===== src/cfg_loader_pkg.sv =====
// Package of constants and types for the configuration loader
package cfg_loader_pkg;

  localparam int ADDR_W         = 18;
  localparam int DATA_W         = 8;
  localparam int ROW_BYTES      = 8;
  localparam int ROW_COUNT      = 4;
  localparam int ROW_IDX_W      = 3;
  localparam int ROW_NUM_W      = 8;
  localparam int BIT_IDX_W      = 3;
  localparam int CLEAR_CYCLES_W = 16;

  localparam logic [ADDR_W-1:0]         ADDR_ZERO     = 18'h00000;
  localparam logic [ADDR_W-1:0]         ADDR_ONE      = 18'h00001;
  localparam logic [ROW_IDX_W-1:0]      LAST_DATA_IDX = 3'h6;
  localparam logic [ROW_IDX_W-1:0]      CHECK_IDX     = 3'h7;
  localparam logic [ROW_IDX_W-1:0]      IDX_ZERO      = 3'h0;
  localparam logic [ROW_IDX_W-1:0]      IDX_ONE       = 3'h1;
  localparam logic [BIT_IDX_W-1:0]      BIT_LAST      = 3'h7;
  localparam logic [BIT_IDX_W-1:0]      BIT_ZERO      = 3'h0;
  localparam logic [BIT_IDX_W-1:0]      BIT_ONE       = 3'h1;
  localparam logic [ROW_NUM_W-1:0]      ROW_ZERO      = 8'h00;
  localparam logic [ROW_NUM_W-1:0]      ROW_ONE       = 8'h01;
  localparam logic [ROW_NUM_W-1:0]      ROW_LAST      = 8'h03;
  localparam logic [DATA_W-1:0]         CHECK_SEED    = 8'h00;
  localparam logic [DATA_W-1:0]         ID_BYTE       = 8'h5A; // Arbitrary identifier value
  localparam logic [1:0]                WRITE_CYCLES  = 2'h2;
  localparam logic [1:0]                WAIT_ZERO     = 2'h0;
  localparam logic [1:0]                WAIT_ONE      = 2'h1;
  localparam logic [CLEAR_CYCLES_W-1:0] CLEAR_CYCLES  = 16'h0010;
  localparam logic [CLEAR_CYCLES_W-1:0] CLEAR_ZERO    = 16'h0000;
  localparam logic [CLEAR_CYCLES_W-1:0] CLEAR_ONE     = 16'h0001;

  // Mode select codes
  localparam logic [1:0] MODE_INT_ADDR = 2'h1;
  localparam logic [1:0] MODE_SERIAL   = 2'h2;
  localparam logic [1:0] MODE_EXT_BYTE = 2'h3;

  typedef enum logic [3:0] {
    ST_CLEAR  = 4'h0,
    ST_PRE    = 4'h1,
    ST_FETCH  = 4'h2,
    ST_WRITE  = 4'h3,
    ST_DONE   = 4'h4,
    ST_INPUTS = 4'h5,
    ST_USER   = 4'h6,
    ST_FAULT  = 4'h7
  } load_state_t;

endpackage


===== src/cfg_skid_buffer.sv =====
// Two-entry valid/ready buffer for captured configuration bytes
`timescale 1ns/100ps
module cfg_skid_buffer (
  input  wire logic                             clk_i,
  input  wire logic                             reset_i,
  input  wire logic                             enable_i,
  input  wire logic                             in_valid_i,
  output logic                                  in_ready_o,
  input  wire logic [cfg_loader_pkg::DATA_W-1:0] in_data_i,
  output logic                                  out_valid_o,
  input  wire logic                             out_ready_i,
  output logic      [cfg_loader_pkg::DATA_W-1:0] out_data_o
);

  logic [cfg_loader_pkg::DATA_W-1:0] slot_reg [2];
  logic [1:0]                        count_reg;
  logic                              rd_ptr_reg;
  logic                              wr_ptr_reg;
  wire                               push;
  wire                               pop;

  // Honest flags: full at two entries, empty at none
  assign in_ready_o  = (count_reg != 2'h2);
  assign out_valid_o = (count_reg != 2'h0);
  assign out_data_o  = slot_reg[rd_ptr_reg];
  assign push        = enable_i & in_valid_i & in_ready_o;
  assign pop         = enable_i & out_valid_o & out_ready_i;

  // Storage written only on push, so no reset is needed on data
  always_ff @(posedge clk_i) begin
    if (push) begin
      slot_reg[wr_ptr_reg] <= in_data_i;
    end
  end

  // Pointers and occupancy
  always_ff @(posedge clk_i or posedge reset_i) begin
    if (reset_i) begin
      count_reg  <= 2'h0;
      rd_ptr_reg <= 1'b0;
      wr_ptr_reg <= 1'b0;
    end else begin
      if (push) begin
        wr_ptr_reg <= ~wr_ptr_reg;
      end
      if (pop) begin
        rd_ptr_reg <= ~rd_ptr_reg;
      end
      if (push & ~pop) begin
        count_reg <= count_reg + 2'h1;
      end else if (pop & ~push) begin
        count_reg <= count_reg - 2'h1;
      end
    end
  end

endmodule


===== src/rom_boot_config_loader.sv =====
// Boot-from-store configuration loader: fetch, row check, row write, user enables
// Operation
// [RULE_01] Mode 1 drives an 18-bit address and captures data a byte at a time.
// [RULE_02] Address pins float during clear, drive while loading, release in user mode.
// [RULE_03] Advance strobe floats until one clock before memory enable falls.
// [RULE_04] Mode 1 first address with enable fall; first capture two clocks later.
// [RULE_05] Mode 1 address counter steps on each rising advance strobe edge.
// [RULE_06] After a checked row, hold address and keep strobe high during row write.
// [RULE_07] Row write bracketed by start and finish marks, then fetching resumes.
// [RULE_08] Done raised; one clock later inputs enabled, enable high, strobe floated.
// [RULE_09] One clock after inputs, outputs enabled and user mode entered.
// [RULE_10] Check byte mismatch raises fault two clocks after that byte.
// [RULE_11] Fault halts loading until boot initiate, reset or power cycle.
// [RULE_12] After done the strobe is an input; its rising edges step counter until release.
// [RULE_13] Boot initiate fall drives memory enable high within three clocks.
// [RULE_14] Boot initiate fall disables user logic and drops done within three clocks.
// [RULE_15] Memory enable rises at least one clock after done and after release.
// [RULE_16] Late release: inputs one clock after it, outputs two clocks after it.
// [RULE_17] External address source is sequential from zero, stepped by the strobe.
// [RULE_18] Serial store holds address at zero and floats data while enable is high.
// [RULE_19] Serial store drives on enable fall; first bit caught two clocks later.
// [RULE_20] Mode 2 packs eight bits a byte; strobe holds during row writes.
// [RULE_21] Mode 2 reports done and fault exactly as mode 1.
// [RULE_22] Mode 3 is mode 2 with eight bits per access.
// [RULE_23] Load starts on boot initiate fall, power up, or reset release.
// [RULE_24] Data bus captured on every second configuration clock edge; the code pauses capture while the row buffer is full.
// [RULE_25] Each load starts by clearing configuration memory before enable falls.
// [RULE_26] Fault reports check mismatch or wrong identifier; open-drain output.
// [RULE_27] A mode input selects modes 1, 2 and 3.
`timescale 1ns/100ps
module rom_boot_config_loader (
  input  wire logic                                clk_i,
  input  wire logic                                reset_i,
  input  wire logic                                clk_en_i,
  input  wire logic [1:0]                          mode_i,
  input  wire logic                                boot_initiate_n_i,
  input  wire logic                                power_up_release_i,
  input  wire logic [cfg_loader_pkg::DATA_W-1:0]    data_i,
  input  wire logic                                data_advance_strobe_i,
  output logic                                     data_advance_strobe_o,
  output logic                                     data_advance_strobe_oe_o,
  output logic      [cfg_loader_pkg::ADDR_W-1:0]    cfg_rom_pointer_o,
  output logic                                     cfg_rom_pointer_oe_o,
  output logic                                     memory_enable_n_o,
  output logic                                     load_done_o,
  output logic                                     load_fault_o,
  output logic                                     load_fault_oe_o,
  output logic                                     write_start_mark_o,
  output logic                                     write_finish_mark_o,
  output logic                                     row_write_valid_o,
  input  wire logic                                row_write_ready_i,
  output logic      [cfg_loader_pkg::DATA_W-1:0]    row_write_data_o,
  output logic                                     config_clear_o,
  output logic                                     user_inputs_en_o,
  output logic                                     user_outputs_en_o
);

  cfg_loader_pkg::load_state_t state_reg, state_next;

  logic [cfg_loader_pkg::ADDR_W-1:0]         addr_reg;
  logic [cfg_loader_pkg::ROW_IDX_W-1:0]      byte_idx_reg;
  logic [cfg_loader_pkg::ROW_NUM_W-1:0]      row_reg;
  logic [cfg_loader_pkg::BIT_IDX_W-1:0]      bit_idx_reg;
  logic [cfg_loader_pkg::DATA_W-1:0]         shift_reg;
  logic [cfg_loader_pkg::DATA_W-1:0]         check_reg;
  logic [cfg_loader_pkg::DATA_W-1:0]         row_data_reg [cfg_loader_pkg::ROW_BYTES];
  logic [cfg_loader_pkg::CLEAR_CYCLES_W-1:0] clear_cnt_reg;
  logic [1:0]                                wait_reg;
  logic                                      phase_reg;
  logic                                      boot_prev_reg;
  logic                                      strobe_prev_reg;
  logic                                      release_reg;
  logic                                      fault_pend_reg;
  logic                                      fault_cnt_reg;

  wire       boot_fall;
  wire       capture;
  wire       serial_mode;
  wire [7:0] captured_byte;
  wire       byte_ready;
  wire       row_complete;
  wire       check_ok;
  wire       id_ok;
  wire       buf_ready;
  wire       strobe_rise_in;
  wire       counting_after;

  // Accept only one defined mode code on each decode point
  function automatic logic mode_is(input logic [1:0] m, input logic [1:0] code);
    mode_is = (m == code);
  endfunction

  assign serial_mode    = mode_is(mode_i, cfg_loader_pkg::MODE_SERIAL);                // [RULE_27]
  assign boot_fall      = boot_prev_reg & ~boot_initiate_n_i;                         // [RULE_23]
  // Capture on alternate clocks while fetching; a full buffer stalls the fetch
  assign capture        = (state_reg == cfg_loader_pkg::ST_FETCH) & phase_reg & buf_ready; // [RULE_24]
  assign captured_byte  = serial_mode ? {shift_reg[6:0], data_i[0]} : data_i;          // [RULE_20] [RULE_22]
  assign byte_ready     = capture & (~serial_mode | (bit_idx_reg == cfg_loader_pkg::BIT_LAST));
  assign row_complete   = byte_ready & (byte_idx_reg == cfg_loader_pkg::CHECK_IDX);
  assign check_ok       = (captured_byte == check_reg);                               // [RULE_10]
  assign id_ok          = (row_reg != cfg_loader_pkg::ROW_ZERO) | (row_data_reg[0] == cfg_loader_pkg::ID_BYTE);
  assign strobe_rise_in = data_advance_strobe_i & ~strobe_prev_reg;
  assign counting_after = mode_is(mode_i, cfg_loader_pkg::MODE_INT_ADDR) & ~release_reg;

  // Row bytes go through the two-entry buffer to the configuration array port
  cfg_skid_buffer u_row_buffer (
    .clk_i       (clk_i),
    .reset_i     (reset_i),
    .enable_i    (clk_en_i),
    .in_valid_i  (byte_ready & (byte_idx_reg != cfg_loader_pkg::CHECK_IDX)),
    .in_ready_o  (buf_ready),
    .in_data_i   (captured_byte),
    .out_valid_o (row_write_valid_o),
    .out_ready_i (row_write_ready_i),
    .out_data_o  (row_write_data_o)
  );

  // Sequencer next state
  always_comb begin
    state_next = state_reg;
    unique case (state_reg)
      cfg_loader_pkg::ST_CLEAR: begin
        if (clear_cnt_reg == cfg_loader_pkg::CLEAR_CYCLES) begin
          state_next = cfg_loader_pkg::ST_PRE;                                       // [RULE_25]
        end
      end
      cfg_loader_pkg::ST_PRE: begin
        state_next = cfg_loader_pkg::ST_FETCH;                                       // [RULE_03]
      end
      cfg_loader_pkg::ST_FETCH: begin
        if (row_complete & ~(check_ok & id_ok)) begin
          state_next = cfg_loader_pkg::ST_FAULT;                                     // [RULE_26]
        end else if (row_complete) begin
          state_next = cfg_loader_pkg::ST_WRITE;                                     // [RULE_06]
        end
      end
      cfg_loader_pkg::ST_WRITE: begin
        if ((wait_reg == cfg_loader_pkg::WRITE_CYCLES) & ~row_write_valid_o) begin
          state_next = (row_reg == cfg_loader_pkg::ROW_LAST) ? cfg_loader_pkg::ST_DONE
                                                             : cfg_loader_pkg::ST_FETCH; // [RULE_07]
        end
      end
      cfg_loader_pkg::ST_DONE: begin
        if (power_up_release_i) begin
          state_next = cfg_loader_pkg::ST_INPUTS;                                    // [RULE_15] [RULE_16]
        end
      end
      cfg_loader_pkg::ST_INPUTS: begin
        state_next = cfg_loader_pkg::ST_USER;                                        // [RULE_09]
      end
      cfg_loader_pkg::ST_USER: begin
        state_next = cfg_loader_pkg::ST_USER;
      end
      cfg_loader_pkg::ST_FAULT: begin
        state_next = cfg_loader_pkg::ST_FAULT;                                       // [RULE_11]
      end
      default: begin
        state_next = cfg_loader_pkg::ST_CLEAR;
      end
    endcase
  end

  // State register; a boot initiate fall restarts from the clear phase
  always_ff @(posedge clk_i or posedge reset_i) begin
    if (reset_i) begin
      state_reg     <= cfg_loader_pkg::ST_CLEAR;                                     // [RULE_23]
      boot_prev_reg <= 1'b1;
    end else if (clk_en_i) begin
      boot_prev_reg <= boot_initiate_n_i;
      state_reg     <= boot_fall ? cfg_loader_pkg::ST_CLEAR : state_next;           // [RULE_13] [RULE_14]
    end
  end

  // Clear timer, capture phase and row write wait
  always_ff @(posedge clk_i or posedge reset_i) begin
    if (reset_i) begin
      clear_cnt_reg <= cfg_loader_pkg::CLEAR_ZERO;
      phase_reg     <= 1'b0;
      wait_reg      <= cfg_loader_pkg::WAIT_ZERO;
    end else if (clk_en_i) begin
      clear_cnt_reg <= (state_reg == cfg_loader_pkg::ST_CLEAR) & ~boot_fall ?
                       clear_cnt_reg + cfg_loader_pkg::CLEAR_ONE : cfg_loader_pkg::CLEAR_ZERO;
      // Phase rises one clock after enable falls so first capture is two clocks later
      phase_reg     <= (state_reg == cfg_loader_pkg::ST_FETCH) & buf_ready ? ~phase_reg : 1'b0; // [RULE_04]
      wait_reg      <= (state_reg == cfg_loader_pkg::ST_WRITE) & (wait_reg != cfg_loader_pkg::WRITE_CYCLES) ?
                       wait_reg + cfg_loader_pkg::WAIT_ONE : cfg_loader_pkg::WAIT_ZERO;
    end
  end

  // Byte, bit and row counters plus running check byte
  always_ff @(posedge clk_i or posedge reset_i) begin
    if (reset_i) begin
      byte_idx_reg <= cfg_loader_pkg::IDX_ZERO;
      bit_idx_reg  <= cfg_loader_pkg::BIT_ZERO;
      row_reg      <= cfg_loader_pkg::ROW_ZERO;
      shift_reg    <= cfg_loader_pkg::CHECK_SEED;
      check_reg    <= cfg_loader_pkg::CHECK_SEED;
    end else if (clk_en_i) begin
      if (state_reg == cfg_loader_pkg::ST_CLEAR) begin
        byte_idx_reg <= cfg_loader_pkg::IDX_ZERO;
        bit_idx_reg  <= cfg_loader_pkg::BIT_ZERO;
        row_reg      <= cfg_loader_pkg::ROW_ZERO;
        check_reg    <= cfg_loader_pkg::CHECK_SEED;
      end else if (capture) begin
        shift_reg   <= captured_byte;
        bit_idx_reg <= serial_mode ? bit_idx_reg + cfg_loader_pkg::BIT_ONE : cfg_loader_pkg::BIT_ZERO; // [RULE_20]
        if (byte_ready) begin
          byte_idx_reg <= row_complete ? cfg_loader_pkg::IDX_ZERO : byte_idx_reg + cfg_loader_pkg::IDX_ONE;
          check_reg    <= row_complete ? cfg_loader_pkg::CHECK_SEED : check_reg ^ captured_byte;
        end
      end else if ((state_reg == cfg_loader_pkg::ST_WRITE) & (state_next != cfg_loader_pkg::ST_WRITE)) begin
        row_reg <= row_reg + cfg_loader_pkg::ROW_ONE;
      end
    end
  end

  // Row data register, one entry per byte position
  generate
    for (genvar i = 0; i < cfg_loader_pkg::ROW_BYTES; i++) begin : g_row
      always_ff @(posedge clk_i) begin
        if (clk_en_i & byte_ready & (byte_idx_reg == i[cfg_loader_pkg::ROW_IDX_W-1:0])) begin
          row_data_reg[i] <= captured_byte;
        end
      end
    end
  endgenerate

  // Address counter steps on each capture, and after done in mode 1 on each rising strobe until release
  always_ff @(posedge clk_i or posedge reset_i) begin
    if (reset_i) begin
      addr_reg        <= cfg_loader_pkg::ADDR_ZERO;
      strobe_prev_reg <= 1'b1;
      release_reg     <= 1'b0;
    end else if (clk_en_i) begin
      strobe_prev_reg <= data_advance_strobe_i;
      release_reg     <= (state_reg == cfg_loader_pkg::ST_CLEAR) ? 1'b0 : release_reg | power_up_release_i;
      if (state_reg == cfg_loader_pkg::ST_CLEAR) begin
        addr_reg <= cfg_loader_pkg::ADDR_ZERO;
      end else if (capture) begin
        addr_reg <= addr_reg + cfg_loader_pkg::ADDR_ONE;                             // [RULE_05]
      end else if ((state_reg == cfg_loader_pkg::ST_DONE) & counting_after & strobe_rise_in) begin
        addr_reg <= addr_reg + cfg_loader_pkg::ADDR_ONE;                             // [RULE_12]
      end
    end
  end

  // Fault delay: asserted two clocks after the bad check byte
  always_ff @(posedge clk_i or posedge reset_i) begin
    if (reset_i) begin
      fault_pend_reg <= 1'b0;
      fault_cnt_reg  <= 1'b0;
    end else if (clk_en_i) begin
      fault_pend_reg <= (state_next == cfg_loader_pkg::ST_FAULT) & ~boot_fall;
      fault_cnt_reg  <= fault_pend_reg & ~boot_fall;                                 // [RULE_10] [RULE_21]
    end
  end

  // Registered pin drives
  always_ff @(posedge clk_i or posedge reset_i) begin
    if (reset_i) begin
      memory_enable_n_o        <= 1'b1;
      data_advance_strobe_o    <= 1'b0;
      data_advance_strobe_oe_o <= 1'b0;
      cfg_rom_pointer_o        <= cfg_loader_pkg::ADDR_ZERO;
      cfg_rom_pointer_oe_o     <= 1'b0;
      load_done_o              <= 1'b0;
      load_fault_o             <= 1'b0;
      load_fault_oe_o          <= 1'b0;
      write_start_mark_o       <= 1'b0;
      write_finish_mark_o      <= 1'b0;
      config_clear_o           <= 1'b0;
      user_inputs_en_o         <= 1'b0;
      user_outputs_en_o        <= 1'b0;
    end else if (clk_en_i) begin
      memory_enable_n_o        <= ~((state_next == cfg_loader_pkg::ST_FETCH) | (state_next == cfg_loader_pkg::ST_WRITE)
                                    | (state_next == cfg_loader_pkg::ST_DONE)) | boot_fall; // [RULE_13] [RULE_15]
      data_advance_strobe_oe_o <= ~boot_fall & ((state_next == cfg_loader_pkg::ST_PRE)
                                  | (state_next == cfg_loader_pkg::ST_FETCH)
                                  | (state_next == cfg_loader_pkg::ST_WRITE));       // [RULE_03] [RULE_08] [RULE_12]
      data_advance_strobe_o    <= (state_next == cfg_loader_pkg::ST_WRITE) | capture; // [RULE_06] [RULE_19]
      cfg_rom_pointer_oe_o     <= ~boot_fall & mode_is(mode_i, cfg_loader_pkg::MODE_INT_ADDR)
                                  & ((state_next == cfg_loader_pkg::ST_FETCH) | (state_next == cfg_loader_pkg::ST_WRITE)
                                  | (state_next == cfg_loader_pkg::ST_DONE));       // [RULE_01] [RULE_02]
      cfg_rom_pointer_o        <= capture ? addr_reg + cfg_loader_pkg::ADDR_ONE : addr_reg; // [RULE_04]
      load_done_o              <= ~boot_fall & ((state_next == cfg_loader_pkg::ST_DONE)
                                  | (state_next == cfg_loader_pkg::ST_INPUTS) | (state_next == cfg_loader_pkg::ST_USER)); // [RULE_08] [RULE_14]
      load_fault_o             <= 1'b0;
      load_fault_oe_o          <= fault_cnt_reg & ~boot_fall;                        // [RULE_26]
      write_start_mark_o       <= (state_reg != cfg_loader_pkg::ST_WRITE) & (state_next == cfg_loader_pkg::ST_WRITE); // [RULE_07]
      write_finish_mark_o      <= (state_reg == cfg_loader_pkg::ST_WRITE) & (state_next != cfg_loader_pkg::ST_WRITE);
      config_clear_o           <= (state_next == cfg_loader_pkg::ST_CLEAR) | boot_fall; // [RULE_25]
      user_inputs_en_o         <= ~boot_fall & ((state_next == cfg_loader_pkg::ST_INPUTS)
                                  | (state_next == cfg_loader_pkg::ST_USER));       // [RULE_08] [RULE_16]
      user_outputs_en_o        <= ~boot_fall & (state_next == cfg_loader_pkg::ST_USER); // [RULE_09] [RULE_14]
    end
  end

endmodule


===== config.mk =====
export PLATFORM = sky130hd
export DESIGN_NAME = rom_boot_config_loader
export DESIGN_NICKNAME = d
export VERILOG_FILES = /design/src/cfg_loader_pkg.sv /design/src/cfg_skid_buffer.sv /design/src/rom_boot_config_loader.sv
export SDC_FILE = /design/constraint.sdc
export NUM_CORES = 1
export LEC_CHECK = 0
export BUFFER_PORTS_ARGS = -buffer_cell sky130_fd_sc_hd__buf_2
export CAP_MARGIN = 20
export CORE_UTILIZATION = 60
export CTS_BUF_LIST = sky130_fd_sc_hd__clkbuf_16
export DETAILED_ROUTE_END_ITERATION = 8
export PLACE_DENSITY = 0.84
export SETUP_SLACK_MARGIN = 0.15
export SLEW_MARGIN = 15
export SYNTH_ARGS = -nofsm -noshare
export SYNTH_HDL_FRONTEND = slang
export SYNTH_SLANG_ARGS = --single-unit

===== constraint.sdc =====
create_clock -name clk_i -period 6.95 [get_ports clk_i]
set_input_delay 0.695 -clock clk_i [delete_from_list [all_inputs] [get_ports clk_i]]
set_output_delay 0.695 -clock clk_i [all_outputs]
set_load 0.1 [all_outputs]

; Word-level counts from Yosys, hierarchy flattened
; Memories as Yosys holds them, arrays and structs flattened.
; Cells that the tools add are included.
[word_totals]
word_cells = 240
mem_bits_rw = 80
memories = 2
output_inout_bits = 39
register_bits = 108
in_bits = 17
[classes]
addsub = 8
eq_ne = 35
bitwise = 70
mux = 72
reduce_logical = 23
[memory_table]
columns = name, depth, word_bits, read_ports, rd_ports_with_merged_regs, write_ports, line
row1 = row_data_reg, 8, 8, 1, 0, 1, rom_boot_config_loader.sv:66  ; logic [cfg_loader_pkg::DATA_W-1:0] row_data_reg [cfg_loader_pkg::ROW_BYTES];
row2 = u_row_buffer.slot_reg, 2, 8, 1, 0, 1, cfg_skid_buffer.sv:15  ; logic [cfg_loader_pkg::DATA_W-1:0] slot_reg [2];
[ops]
columns = cell, count
row1 = $mux 8, 15
row2 = $mux 18, 4
row3 = $reduce_or 8->1, 7
row4 = $mux 3, 15
row5 = $and 1x1->1, 42
row6 = $eq 4x3->1 const B, 8
row7 = $pmux 4 s7, 1
row8 = $mux 1, 27
row9 = $mux 4, 6
row10 = $add 18x1->18 const B, 1
row11 = $add 16x1->16 const B, 1
row12 = $eq 16x5->1 const B, 1
row13 = $eq 4x2->1 const B, 4
row14 = $mux 16, 1
row15 = $eq 3x3->1 const B, 5
row16 = $not 1->1, 14
row17 = $or 1x1->1, 13
row18 = $reduce_bool 2->1, 5
row19 = $reduce_and 3->1, 3
row20 = $add 8x1->8 const B, 1
row21 = $eq 4x1->1 const B, 2
row22 = $eq 8x2->1 const B, 1
row23 = $eq 8x7->1 const B, 1
row24 = $eq 8x8->1, 1
row25 = other kinds (19), 29

; Depth between registers and ports, before layout
[depth]
depth_word = 16
mapped_depth = 10
depth_no_buf = 10

; Hierarchy
; Synthesis repeated with hierarchy kept, for this count alone.
[hier_totals]
cells_unflattened = 652
area_unflattened_um2 = 6576.3
[modules_own_cells]
columns = mod, area_per_inst_um2, seq_area_each_um2, cells_each, instances
row1 = rom_boot_config_loader, 5774.3, 2846.5, 609, 1
row2 = cfg_skid_buffer, 802.0, 580.6, 43, 1

; Least setup slack after synthesis
; No wires, ideal clock.
[synth_timing]
path_kind = input-to-reg
start = input port mode_i[0]
end = memory u_row_buffer.slot_reg[0][0] (netlist name) (enable)
arrival_time_ns = 2.245
setup_slack_ns = 4.310
setup_ns = 0.395
t_required_ns = 6.555
path_buffers = 1
stages = 4
path_cell_list = nand2b_1 clkbuf_1 o211ai_1 nor4_1
[synth_between]
elab_chain_len = 9
[synth_rtl]
columns = element, line
row1 = start: declaration, rom_boot_config_loader.sv:35  ; input wire logic [1:0] mode_i,
row2 = $eq 2x2->1, rom_boot_config_loader.sv:90  ; mode_is = (m == code);
row3 = $not 1->1, rom_boot_config_loader.sv:98  ; assign byte_ready = capture & (~serial_mode | (bit_idx_reg == cfg_loader_pkg::BIT_LAST));
row4 = $or 1x1->1, rom_boot_config_loader.sv:98
row5 = $and 1x1->1, rom_boot_config_loader.sv:98
row6 = $and 1x1->1, rom_boot_config_loader.sv:110  ; .in_valid_i (byte_ready & (byte_idx_reg != cfg_loader_pkg::CHECK_IDX)),
row7 = $and 1x1->1 (2 in a row), cfg_skid_buffer.sv:26  ; assign push = enable_i & in_valid_i & in_ready_o;
row8 = $mux 1, cfg_skid_buffer.sv:31  ; if (push) begin
row9 = $mux 1 (implied by the code), cfg_skid_buffer.sv:32  ; slot_reg[wr_ptr_reg] <= in_data_i;
row10 = end: declaration, cfg_skid_buffer.sv:15
; Every way passes these cells.

; Final worst setup path
[layout_timing]
start = register state_reg[3]
end = register addr_reg[13] (netlist name)
[layout_between]
elab_chain_len = 5
word_cells_on_any_way = 11
classes_between = eq/ne: 2 / mux: 2 / bitwise: 4 / reduce/logical: 3
[layout_rtl]
columns = element, line
row1 = start: declaration, rom_boot_config_loader.sv:58  ; cfg_loader_pkg::load_state_t state_reg, state_next;
row2 = start signal: assignment, rom_boot_config_loader.sv:166  ; state_reg <= cfg_loader_pkg::ST_CLEAR;
row3 = start signal: assignment, rom_boot_config_loader.sv:170  ; state_reg <= boot_fall ? cfg_loader_pkg::ST_CLEAR : state_next;
row4 = $eq 4x2->1 or $eq 4x3->1 (tied branches), "rom_boot_config_loader.sv:96, rom_boot_config_loader.sv:241"
row5 = "$and 1x1->1, on equally long branches (2 in a row)", "rom_boot_config_loader.sv:96, rom_boot_config_loader.sv:241"
row6 = $reduce_bool 3->1 (no source line) or $mux 18 (tied branches), --
row7 = $reduce_and 2->1 (no source line) or $mux 18 (tied branches), --
row8 = end signal: assignment, rom_boot_config_loader.sv:231  ; addr_reg <= cfg_loader_pkg::ADDR_ZERO;
row9 = end signal: assignment, rom_boot_config_loader.sv:238  ; addr_reg <= cfg_loader_pkg::ADDR_ZERO;
row10 = end signal: assignment, rom_boot_config_loader.sv:240  ; addr_reg <= addr_reg + cfg_loader_pkg::ADDR_ONE;
row11 = end: declaration, rom_boot_config_loader.sv:60  ; logic [cfg_loader_pkg::ADDR_W-1:0] addr_reg;
; Parallel ways exist; a longest one is shown, timed or not.
; A chain may end at the register's enable or synchronous reset.

==> impl_metrics.sql <==
INSERT INTO impl_metrics (metric_group, metric, value, unit) VALUES
('routing', 'route.detailed.drc', '0', ''),
('die', 'die_h', '107', 'um'),
('cells_and_area', 'instances_no_fill', '868', ''),
('worst_setup_path', 'critPathMaxStageDelay', '0.53', 'ns'),
('grt', 'grt_first_pass_wirelength', '24500', 'um'),
('power_and_ir_drop', 'total_leakage_power', '3.30', 'nW'),
('cells_and_area', 'final_cell_area', '0.00755', 'sq mm'),
('worst_setup_path', 'critical_path_arrival', '3.17', 'ns'),
('routing', 'antenna_violating_nets_post_route', '0', ''),
('logic_synthesis', 'synth-compound-area-share', '0.146', ''),
('timing', 'finalClockSkew', '0.00695', 'ns'),
('placed_design', 'place_congestion', '1.03', ''),
('clock_tree', 'worstSkewPairLatency', '0.43', 'ns'),
('cells_and_area', 'antennaDiodeCount', '0', ''),
('timing', 'setup-violations-final', '0', ''),
('grt', 'number_of_antenna_violations_at_the_first_check_in_global_routing', '0', ''),
('clock_tree', 'path_clk_slew', '0.06', 'ns'),
('logic_synthesis', 'synthDominantAreaCellType', 'dfrtp_1', ''),
('min_path', 'worstHoldPathType', 'primary input to asynchronous set/reset pin', ''),
('clock_tree', 'number_of_buffers_created_by_cts', '17', ''),
('clock_tree', 'cts-resized-gates', '0', ''),
('worst_setup_path', 'standard_cell_with_the_maximum_stage_delay_on_the_critical_path', 'dfrtp_1', ''),
('timing', 'final_period_minus_worst_setup_slack', '2.87', 'ns'),
('die', 'dieArea', '0.0114', 'sq mm'),
('logic_synthesis', 'synthesis.area', '0.00660', 'sq mm'),
('timing', 'report.final.hold_viol_count', '0', ''),
('timing', 'worst_margin_slew', '0.892', 'ns'),
('worst_setup_path', 'critical_path_buf_inv_count', '1', ''),
('logic_synthesis', 'synth.top_cell.area_share', '0.398', ''),
('worst_setup_path', 'setup.worst_path.end_class', 'register', ''),
('worst_setup_path', 'worstPathRequired', '7.25', 'ns'),
('routing', 'detail_route.wirelength', '14700', 'um'),
('worst_setup_path', 'startpoint_type', 'register', ''),
('logic_synthesis', 'yosys_register_bits', '132', ''),
('cells_and_area', 'layout_cells_sized_above_1', '0.171', ''),
('clock_tree', 'h-tree-depth', '4', ''),
('clock_tree', 'cts_tree', 'done', ''),
('die', 'fp.dieW', '107', 'um'),
('power_and_ir_drop', 'report.power.total', '2.20', 'mW'),
('logic_synthesis', 'post_synth_edffs', '24', ''),
('routing', 'vias_per_cell', '6.11', ''),
('worst_setup_path', 'setup.worst_path.class', 'register to register', ''),
('logic_synthesis', 'synth_cell_types', '66', ''),
('cells_and_area', 'finalCoreUtilization', '0.719', ''),
('logic_synthesis', 'yosys_most_used_dff', 'dfrtp_1', ''),
('die', 'initial_utilization', '0.628', ''),
('logic_synthesis', 'synthesis.instances', '673', ''),
('flow_run', 'drv_cap', '0', ''),
('clock_tree', 'postCtsSetupBuffers', '0', ''),
('timing', 'finalSetupTns', '0', 'ns'),
('worst_setup_path', 'path_cells', 'nor3_2, and4_4, o21ai_0, buf_4, nor2_1, nand2_1, o41ai_1', ''),
('logic_synthesis', 'mux_contribution_to_synthesized_area', '0.0343', ''),
('worst_setup_path', 'path_delay_family', 'simple AND/OR/NAND/NOR gates', ''),
('worst_setup_path', 'worstPathMaxFanout', '21', ''),
('logic_synthesis', 'net_count_of_the_mapped_netlist', '702', ''),
('logic_synthesis', 'leading_post_synthesis_cells_by_cell_area', 'dfrtp_1 40%, edfxtp_1 11%, nand2_1 4.5%', ''),
('placed_design', 'dp_hpwl', '9710', 'um'),
('routing', 'drt_first_iter_violations', '423', ''),
('timing', 'rsz0062_at_grt', 'no', ''),
('routing', 'detail_route.first_pass.iterations', '5', ''),
('logic_synthesis', 'synth_simple_gate_area_frac', '0.179', ''),
('placed_design', 'post-place-ws', '3.80', 'ns'),
('cells_and_area', 'fillCellCount', '730', ''),
('power_and_ir_drop', 'vdd.ir_drop.worst', '0.225', 'mV'),
('logic_synthesis', 'ys_async_sr_fraction', '0.818', ''),
('timing', 'hold-worst-slack', '0.325', 'ns'),
('outcome', 'outcome', 'finished clean', ''),
('logic_synthesis', 'yosys.area_share.adder', '0.0227', ''),
('power_and_ir_drop', 'power.density_cell_area', '291', 'mW/mm^2'),
('routing', 'routed-via-count', '5301', ''),
('placed_design', 'dpl.cell_count', '836', '');
## final cells by class
class | count | area, sq um | share of cell area
sequential | 132 | 3430 | 0.454
multi-input combinational | 468 | 2890 | 0.383
clock buffer | 18 | 450 | 0.0596
timing repair buffer | 59 | 308 | 0.0407
tap | 136 | 170 | 0.0225
inverter | 41 | 156 | 0.0207
clock inverter | 14 | 151 | 0.0200
## metal layers
layer	wire [um]	global-route usage	share of wire
met3	948	0.0681	0.065
met5	0	0	0
met2	7180	0.448	0.49
met1	6220	0.362	0.42
met4	335	0.110	0.023
## where the power goes
part / switching (mW) / total (mW) / internal (mW)
registers: 0.0544 / 0.893 / 0.839
clock network: 0.347 / 0.898 / 0.550
logic: 0.310 / 0.408 / 0.0979
## path summary, 6_finish.rpt
kind,slack [ns],depth (start not counted),from,endpoint
setup / recovery,4.08,7,state_reg[3],addr_reg[13]
hold / removal,0.33,2,reset_i,clear_cnt_reg[15]
setup reg to reg,4.08,7,state_reg[3],addr_reg[13]
hold reg to reg,0.50,1,bit_idx_reg[0],bit_idx_reg[0]
max in group asynchronous,5.37,3,reset_i,cfg_rom_pointer_o[14]
min in group clk_i,0.50,1,bit_idx_reg[0],bit_idx_reg[0]
## kinds of logic (layout without fill, tap and decap cells)
kind of cell	count (synthesis)	after routing
and+or+nand+nor	237	237
AOI/OAI and AO/OA	156	156
DFF	132	132
buffers and inverters	73	132
xor gates and xnor gates	41	41
muxes	21	21
adders and majority gates	12	12
other	1	1
## cell usage after synthesis, types with 11 or more instances
cell type,number
xor2_1,23
edfxtp_1,24
nand3_1,23
xnor2_1,18
inv_1,41
and3_1,13
dfrtp_1,105
o21ai_0,58
nor2_1,59
nand2b_1,11
mux2_2,13
o31ai_1,13
a21oi_1,39
clkbuf_1,28
ha_1,12
nand2_1,80
nand4_1,11
(Power assumes the default switching activity.)
